--- src/hw/ssabc_pkg.sv ---
package ssabc_pkg;

	// ------------------------------------------------------------
	// register map
	// ------------------------------------------------------------
	localparam logic [15:0] ADDR_OFS      = 16'h0300;
	localparam logic [15:0] BAUD_OFS      = 16'h0302;
	localparam logic [15:0] PROTO_OFS     = 16'h0304;
	localparam logic [15:0] ADDR_RST      = 16'h007F;
	localparam logic [15:0] BAUD_RST      = 16'h0033;
	localparam logic [15:0] PROTO_RST     = 16'h0066;

	// ------------------------------------------------------------
	// field limits
	// ------------------------------------------------------------
	localparam logic [15:0] ADDR_MIN      = 16'h0001;
	localparam logic [15:0] ADDR_MAX      = 16'h007F;
	localparam logic [3:0]  GROUP_MAX     = 4'h7;
	localparam logic [3:0]  BAUD_CODE_MAX = 4'h5;
	localparam logic [3:0]  PROTO_CODE_MAX = 4'h8;
	localparam logic [3:0]  PROTO_RTU_MIN = 4'h6;
	localparam logic [3:0]  PROTO_8BIT_MIN = 4'h3;
	localparam logic [7:0]  BCAST_ADDR    = 8'hFF;
	localparam int          NIB_W         = 4;
	localparam int          DIV_W         = 13;
	localparam int          FMT_W         = 5;

	// ------------------------------------------------------------
	// baud divisors, clock cycles per bit, rounded to nearest
	// ------------------------------------------------------------
	localparam int CLK_HZ     = 20_000_000;
	localparam int BAUD_4800  = 4800;
	localparam int BAUD_9600  = 9600;
	localparam int BAUD_19200 = 19200;
	localparam int BAUD_38400 = 38400;
	localparam int BAUD_57600 = 57600;
	localparam int BAUD_115K  = 115200;
	localparam logic [DIV_W-1:0] DIV_4800  =
		DIV_W'((CLK_HZ + BAUD_4800 / 2) / BAUD_4800);
	localparam logic [DIV_W-1:0] DIV_9600  =
		DIV_W'((CLK_HZ + BAUD_9600 / 2) / BAUD_9600);
	localparam logic [DIV_W-1:0] DIV_19200 =
		DIV_W'((CLK_HZ + BAUD_19200 / 2) / BAUD_19200);
	localparam logic [DIV_W-1:0] DIV_38400 =
		DIV_W'((CLK_HZ + BAUD_38400 / 2) / BAUD_38400);
	localparam logic [DIV_W-1:0] DIV_57600 =
		DIV_W'((CLK_HZ + BAUD_57600 / 2) / BAUD_57600);
	localparam logic [DIV_W-1:0] DIV_115K  =
		DIV_W'((CLK_HZ + BAUD_115K / 2) / BAUD_115K);

	// frame format {rtu, eight_bits, parity_en, parity_odd, two_stop}
	localparam logic [FMT_W-1:0] FMT_RST  = 5'h19;

	// ------------------------------------------------------------
	// frame buffer
	// ------------------------------------------------------------
	localparam int          BUF_DEPTH = 2;
	localparam logic [1:0]  BUF_FULL  = 2'h2;

endpackage

--- src/hw/ssabc_core.sv ---
// Operation
// - address holds 0x01..0x7F, resets 0x7F
// - low digit is axis, 0..F
// - second digit group 0..7, upper zero
// - frames to 0xFF always accepted, answered
// - writing 0xFF to address is refused
// - baud digit 0..5 maps 4800..115200
// - baud digits: low 232, next 485
// - protocol digit: ASCII 0-5, RTU 6-8
module ssabc_core (
	// clock and reset
	input  wire logic                      CLK,
	input  wire logic                      RST_N,
	// parameter access port
	input  wire logic                      PAR_WR,
	input  wire logic                      PAR_RD,
	input  wire logic [15:0]               PAR_ADDR,
	input  wire logic [15:0]               PAR_WDATA,
	output logic      [15:0]               PAR_RDATA,
	output logic                           PAR_ACK,
	output logic                           PAR_ERR,
	// received frame addresses
	input  wire logic                      FRM_VALID,
	input  wire logic [7:0]                FRM_ADDR,
	output logic                           FRM_READY,
	output logic                           FRM_DROP,
	// accepted frames toward the responder
	output logic                           ACC_VALID,
	output logic [7:0]                     ACC_ADDR,
	output logic                           ACC_BCAST,
	input  wire logic                      ACC_READY,
	// port configuration
	output logic [ssabc_pkg::DIV_W-1:0]    BAUD232_DIV,
	output logic [ssabc_pkg::DIV_W-1:0]    BAUD485_DIV,
	output logic [ssabc_pkg::FMT_W-1:0]    FMT232,
	output logic [ssabc_pkg::FMT_W-1:0]    FMT485
);

	// ------------------------------------------------------------
	// decode functions
	// ------------------------------------------------------------

	// station address legal: nonzero, axis any, group up to 7, rest zero
	function automatic logic addr_ok(input logic [15:0] v);
		addr_ok = (v >= ssabc_pkg::ADDR_MIN)
			&& (v <= ssabc_pkg::ADDR_MAX)
			&& (v[7:4] <= ssabc_pkg::GROUP_MAX);
	endfunction

	// two per-port digits both within limit, upper digits zero
	function automatic logic digits_ok(input logic [15:0] v,
		input logic [3:0] lim);
		digits_ok = (v[15:8] == 8'h00) && (v[3:0] <= lim)
			&& (v[7:4] <= lim);
	endfunction

	// baud code to clock cycles per bit
	function automatic logic [ssabc_pkg::DIV_W-1:0] baud_div(
		input logic [3:0] c);
		case (c)
			4'h0:    baud_div = ssabc_pkg::DIV_4800;
			4'h1:    baud_div = ssabc_pkg::DIV_9600;
			4'h2:    baud_div = ssabc_pkg::DIV_19200;
			4'h3:    baud_div = ssabc_pkg::DIV_38400;
			4'h4:    baud_div = ssabc_pkg::DIV_57600;
			default: baud_div = ssabc_pkg::DIV_115K;
		endcase
	endfunction

	// protocol code to {rtu, eight, par_en, par_odd, two_stop}
	function automatic logic [ssabc_pkg::FMT_W-1:0] proto_fmt(
		input logic [3:0] c);
		logic [1:0] par;
		par = 2'(c % 4'h3);
		proto_fmt = {c >= ssabc_pkg::PROTO_RTU_MIN,
			c >= ssabc_pkg::PROTO_8BIT_MIN,
			par != 2'h0, par == 2'h2, par == 2'h0};
	endfunction

	// ------------------------------------------------------------
	// parameter registers
	// ------------------------------------------------------------
	logic [15:0] addr_reg;
	logic [15:0] baud_reg;
	logic [15:0] proto_reg;
	logic [15:0] rdata_next;

	wire sel_addr  = PAR_ADDR == ssabc_pkg::ADDR_OFS;
	wire sel_baud  = PAR_ADDR == ssabc_pkg::BAUD_OFS;
	wire sel_proto = PAR_ADDR == ssabc_pkg::PROTO_OFS;
	wire sel_any   = sel_addr | sel_baud | sel_proto;
	// an illegal value leaves the old setting untouched
	wire wr_addr   = PAR_WR & sel_addr & addr_ok(PAR_WDATA);
	wire wr_baud   = PAR_WR & sel_baud
		& digits_ok(PAR_WDATA, ssabc_pkg::BAUD_CODE_MAX);
	wire wr_proto  = PAR_WR & sel_proto
		& digits_ok(PAR_WDATA, ssabc_pkg::PROTO_CODE_MAX);
	wire wr_good   = wr_addr | wr_baud | wr_proto;
	wire err_next  = PAR_WR ? ~wr_good : (PAR_RD & ~sel_any);

	// read mux, unmapped offsets read zero
	assign rdata_next = sel_addr  ? addr_reg  :
		sel_baud  ? baud_reg  :
		sel_proto ? proto_reg : 16'h0000;

	// settings store, power-on defaults
	always_ff @(posedge CLK or negedge RST_N) begin
		if (!RST_N) begin
			addr_reg  <= ssabc_pkg::ADDR_RST;
			baud_reg  <= ssabc_pkg::BAUD_RST;
			proto_reg <= ssabc_pkg::PROTO_RST;
		end else begin
			if (wr_addr) addr_reg <= PAR_WDATA;
			if (wr_baud) baud_reg <= PAR_WDATA;
			if (wr_proto) proto_reg <= PAR_WDATA;
		end
	end

	// answer one cycle after the request; write wins over read
	always_ff @(posedge CLK or negedge RST_N) begin
		if (!RST_N) begin
			PAR_ACK   <= 1'b0;
			PAR_ERR   <= 1'b0;
			PAR_RDATA <= 16'h0000;
		end else begin
			PAR_ACK   <= PAR_WR | PAR_RD;
			PAR_ERR   <= err_next;
			PAR_RDATA <= (PAR_RD & ~PAR_WR) ? rdata_next : 16'h0000;
		end
	end

	// ------------------------------------------------------------
	// port configuration outputs
	// ------------------------------------------------------------
	// registered so the line logic never sees a decode glitch
	always_ff @(posedge CLK or negedge RST_N) begin
		if (!RST_N) begin
			BAUD232_DIV <= ssabc_pkg::DIV_38400;
			BAUD485_DIV <= ssabc_pkg::DIV_38400;
			FMT232      <= ssabc_pkg::FMT_RST;
			FMT485      <= ssabc_pkg::FMT_RST;
		end else begin
			BAUD232_DIV <= baud_div(baud_reg[3:0]);
			BAUD485_DIV <= baud_div(baud_reg[7:4]);
			FMT232      <= proto_fmt(proto_reg[3:0]);
			FMT485      <= proto_fmt(proto_reg[7:4]);
		end
	end

	// ------------------------------------------------------------
	// frame address filter and two-entry buffer
	// ------------------------------------------------------------
	logic [7:0] buf_addr [ssabc_pkg::BUF_DEPTH];
	logic       buf_bc   [ssabc_pkg::BUF_DEPTH];
	logic       wr_ptr_reg;
	logic       rd_ptr_reg;
	logic [1:0] cnt_reg;
	logic [1:0] cnt_next;

	// duplicate stations are the integrator's problem, not caught here
	wire is_bcast = FRM_ADDR == ssabc_pkg::BCAST_ADDR;
	wire is_mine  = FRM_ADDR == addr_reg[7:0];
	wire keep     = is_bcast | is_mine;
	wire take     = FRM_VALID & FRM_READY;
	wire push     = take & keep;
	wire pop      = ACC_VALID & ACC_READY;

	// a full buffer stalls every frame, dropped or not, for ordering
	assign FRM_READY = cnt_reg != ssabc_pkg::BUF_FULL;
	assign ACC_VALID = cnt_reg != 2'h0;
	assign ACC_ADDR  = buf_addr[rd_ptr_reg];
	assign ACC_BCAST = buf_bc[rd_ptr_reg];
	assign cnt_next  = 2'(cnt_reg + {1'b0, push} - {1'b0, pop});

	// pointers, fill count and drop pulse
	always_ff @(posedge CLK or negedge RST_N) begin
		if (!RST_N) begin
			wr_ptr_reg <= 1'b0;
			rd_ptr_reg <= 1'b0;
			cnt_reg    <= 2'h0;
			FRM_DROP   <= 1'b0;
		end else begin
			wr_ptr_reg <= wr_ptr_reg ^ push;
			rd_ptr_reg <= rd_ptr_reg ^ pop;
			cnt_reg    <= cnt_next;
			FRM_DROP   <= take & ~keep;
		end
	end

	// entry storage
	always_ff @(posedge CLK or negedge RST_N) begin
		if (!RST_N) begin
			buf_addr <= '{default: 8'h00};
			buf_bc   <= '{default: 1'b0};
		end else if (push) begin
			buf_addr[wr_ptr_reg] <= FRM_ADDR;
			buf_bc[wr_ptr_reg]   <= is_bcast;
		end
	end

	// ------------------------------------------------------------
	// checks
	// ------------------------------------------------------------
	a_addr_bounds: assert property (
		@(posedge CLK) disable iff (!RST_N)
		addr_reg >= ssabc_pkg::ADDR_MIN && addr_reg <= ssabc_pkg::ADDR_MAX)
		else $error("station address out of range");

	a_addr_digits: assert property (
		@(posedge CLK) disable iff (!RST_N)
		addr_reg[15:8] == 8'h00 && addr_reg[7:4] <= ssabc_pkg::GROUP_MAX)
		else $error("group or upper digits illegal");

	a_axis_write: assert property (
		@(posedge CLK) disable iff (!RST_N)
		PAR_WR && sel_addr && PAR_WDATA[15:4] == 12'h001
		|=> addr_reg == $past(PAR_WDATA) && !PAR_ERR)
		else $error("legal axis digit not stored");

	a_bcast_refused: assert property (
		@(posedge CLK) disable iff (!RST_N)
		PAR_WR && sel_addr && PAR_WDATA == 16'h00FF
		|=> PAR_ACK && PAR_ERR && $stable(addr_reg))
		else $error("0xFF accepted as station address");

	a_bcast_kept: assert property (
		@(posedge CLK) disable iff (!RST_N)
		take && is_bcast |=> ACC_VALID && !FRM_DROP
		&& cnt_reg == $past(cnt_reg) + 2'h1 - 2'($past(pop)))
		else $error("broadcast frame not queued");

	a_other_drop: assert property (
		@(posedge CLK) disable iff (!RST_N)
		take && !keep |=> FRM_DROP
		&& cnt_reg == $past(cnt_reg) - 2'($past(pop)))
		else $error("foreign frame not dropped");

	a_baud_map: assert property (
		@(posedge CLK) disable iff (!RST_N)
		PAR_WR && sel_baud && PAR_WDATA == 16'h0005
		|=> ##1 BAUD232_DIV == ssabc_pkg::DIV_115K
		&& BAUD485_DIV == ssabc_pkg::DIV_4800)
		else $error("baud digit decode wrong");

	a_baud_upper: assert property (
		@(posedge CLK) disable iff (!RST_N)
		PAR_WR && sel_baud && PAR_WDATA[15:8] != 8'h00
		|=> PAR_ERR && $stable(baud_reg))
		else $error("upper baud digits accepted");

	a_proto_map: assert property (
		@(posedge CLK) disable iff (!RST_N)
		PAR_WR && sel_proto && PAR_WDATA == 16'h0082
		|=> ##1 FMT232 == 5'h06 && FMT485 == 5'h1E)
		else $error("protocol digit decode wrong");

endmodule

--- config.mk ---
export PLATFORM = sky130hd
export DESIGN_NAME = ssabc_core
export DESIGN_NICKNAME = d
export VERILOG_FILES = /design/src/hw/ssabc_pkg.sv /design/src/hw/ssabc_core.sv
export SDC_FILE = /design/constraint.sdc
export NUM_CORES = 1
export LEC_CHECK = 0
export ABC_AREA = 1
export ABC_CLOCK_PERIOD_IN_PS = 2400
export BUFFER_PORTS_ARGS = -buffer_cell sky130_fd_sc_hd__buf_2
export CAP_MARGIN = 5
export CORE_MARGIN = 3
export CORE_UTILIZATION = 52
export CTS_CLUSTER_DIAMETER = 120
export DETAILED_ROUTE_END_ITERATION = 8
export PLACE_DENSITY = 0.77
export SETUP_SLACK_MARGIN = 0.1
export SKIP_LAST_GASP = 1
export SLEW_MARGIN = 20
export SYNTH_ARGS = -nofsm -noshare
export SYNTH_HDL_FRONTEND = slang
export SYNTH_SLANG_ARGS = --single-unit
--- constraint.sdc ---
create_clock -name CLK -period 2.4 [get_ports CLK]
set_clock_uncertainty 0.1 [all_clocks]
set_input_delay 0.12 -clock CLK [delete_from_list [all_inputs] [get_ports CLK]]
set_output_delay 0.12 -clock CLK [all_outputs]
set_load 0.02 [all_outputs]
==> reports/metrics.yaml <==
min_path:
  hold_end: "PAR_RDATA[11]"
  hold_path_class: "in2reg"
  hold_depth: 8
  hold_path_startpoint: "PAR_ADDR[3]"
drt:
  viasPerCell: 5.11
  drtPass1Iterations: 5
  via_count: 4879
  ant_nets: 0
  wire_per_inst_um: 14.3
  drc: 0
  finalWirelength_um: 13600
  drt_iter0_markers: 476
yosys:
  synth_compound_area_share_pct: 7.46
  synth_top_family_by_area: "simple AND/OR/NAND/NOR gates"
  synthMuxAreaShare_pct: 0
  netlist_area_um2: 5720
  yosysSeqAreaShare_pct: 55.3
  syn_avg_cell_area_um2: 8.69
  synth-simple-area-share_pct: 24.8
  yosys_warnings: 0
  synthAdderAreaFrac_pct: 2.19
  synth_cell_types: 35
  synth_nets: 714
  synth_xor_area_share_pct: 0.919
  syn_inst: 658
  ys_ff_latch: 125
placed_design:
  dp.cells: 898
  hpwl_um: 9410
  io_buffers: 111
  place.gp.congestion: 0.851
  dpl-instance-area_um2: 6420
  dp_slack_ns: 0.0337
global_routing:
  grt_start_max_net_pins: 52
  antenna_found_initial: 0
  grt_usage_pct: 22.8
  grt_overflow_total: 0
  first_global_vias: 4784
  grt_pass1_wl_um: 22800
pwr:
  p_leak_nw: 3.96
  power.density_nw_per_um2: 724
  total_power_mw: 5.30
  ir_worst_vdd_mv: 0.533
timing:
  period_share_pct: 92.4
  rsz0062_at_grt: "no"
  slew_headroom_pct: 55.0
  timing.final.ws_setup_ns: 0.181
  finalSetupViolations: 0
  max_freq_ghz: 0.451
  final_max_slew_viol_count: 0
  tns_ns: 0
  fin_crit_ns: 2.22
  hold_violations: 0
  tightest_slew_ns: 0.674
clock_tree:
  cts_buffers: 17
  cts_tree: "done"
  htreeDepth: 4
  clock_path_buffers: 2
  path_clk_slew_ns: 0.06
  clk_latency_ns: 0.52
  clock-sinks: 125
  cts-root-buf: "clkbuf_8"
job:
  drv_cap: 0
floorplanning:
  num_rows: 37
  die_w_um: 111
  die-area_um2: 12300
  start_util_pct: 54.4
  fp.dieH_um: 111
  io_pins: 112
  coreArea_um2: 10500
worst_setup_path:
  reg2reg_slack_ns: 0.18
  worst_setup_path_end_kind: "flip-flop"
  crit_required_ns: 2.70
  rr_worst_depth: 13
  timing.rr.end: "FMT485[2]"
  cp_max_fo: 4
  cp.arrival_ns: 2.52
  path_class: "reg2reg"
  reg2reg_from: "proto_reg[6]"
  cp-start-kind: "flip-flop"
final_layout:
  final_cell_area_um2: 7330
  final_nets: 862
  n_antenna_cell: 0
  fill_cells: 785
  fin_cells: 955
  syn2layout_area_growth_pct: 28.1
  mostFrequentLayoutCells: "nand2_1 (152), buf_2 (110), inv_1 (109)"
  mostFrequentLayoutCell: "nand2_1"
  drive_above_1_share_pct: 29.8
run_status:
  status: "completed"
## Yosys cell counts, drive strengths merged
library cell / instances / area share, %
a21oi: 6 / 0.52
and2: 1 / 0.11
buf: 8 / 1.2
clkbuf: 5 / 0.33
clkinv: 2 / 0.15
dfrtp: 98 / 43
dfstp: 27 / 12
ha: 10 / 2.2
inv: 117 / 7.7
nand2: 164 / 11
nand3: 47 / 4.4
nand3b: 3 / 0.61
nand4: 5 / 0.55
nor2: 80 / 6.0
nor3: 8 / 0.90
o211ai: 12 / 1.6
o21ai: 50 / 5.4
or2: 9 / 0.98
xnor2: 5 / 0.77
xor2: 1 / 0.15
## final cells by class
cell class | count | area, um^2 | area share [%]
sequential | 125 | 3160 | 43.2
multi-input combinational | 401 | 2100 | 28.7
timing repair buffer | 142 | 861 | 11.7
inverter | 119 | 448 | 6.11
clock buffer | 19 | 442 | 6.03
tap | 136 | 170 | 2.32
clock inverter | 13 | 141 | 1.93
## power breakdown
group          leakage, nW  switching (mW)  internal (mW)  total (mW)
logic                 2.29           0.365          0.224       0.589
registers             1.40          0.0649           2.17        2.23
clock network        0.268           0.949           1.53        2.48
total                 3.96            1.38           3.92        5.30
## worst max-delay path by stage
stage / from / to / cells past startpoint
floorplan: proto_reg[6] / FMT485[2] / 13
CTS: proto_reg[6] / FMT485[2] / 13
finish: proto_reg[6] / FMT485[2] / 13
global route: proto_reg[2] / FMT232[2] / 13
detailed placement: proto_reg[6] / FMT485[2] / 13
global placement: proto_reg[6] / FMT485[2] / 13
## repair_timing
| item | 4_1_cts | 5_1_grt |
|---|---|---|
| resized for setup | 6 | 20 |
| buffers inserted | 0 | 2 |
| hold endpoints to repair | 145 | 0 |
| pin swaps | 3 | 3 |
| hold buffers | 23 | 0 |
| endpoints found under the setup margin | 5 | 25 |
## critical path, stage by stage, from the launching register on
cell     delay [ns]
dfstp_2        0.57
inv_2          0.07
nor2_4         0.13
ha_4           0.14
inv_2          0.04
ha_4           0.15
or2_2          0.30
nand2_2        0.08
ha_2           0.17
inv_2          0.05
nand3_2        0.08
nand2_1        0.05
nand2_1        0.10
nand2_2        0.07
## metrics by stage
stage	utilization, %	hold WS, ns
floorplan	-	-0.276
global placement	61.1	0.0434
detailed placement	61.1	0.0515
CTS	69.0	0.0234
global route	69.7	0.0668
finish	69.7	0.0379
## per-layer routing
layer | track usage [%] | up-vias | share of wire (%)
met5 | 0 | - | 0
li1 | - | 2333 | -
met4 | 8.78 | 0 | 1.8
met1 | 31.0 | 2311 | 44
met3 | 5.02 | 26 | 6.9
met2 | 35.8 | 209 | 48
## logic make-up after synthesis
kind of cell,count (synthesis)
AOI/OAI and AO/OA,68
xor gates and xnor gates,6
adders and majority gates,10
buffers and inverters,132
DFF,125
and+or+nand+nor,317
Power figures use the tool's default switching activity.
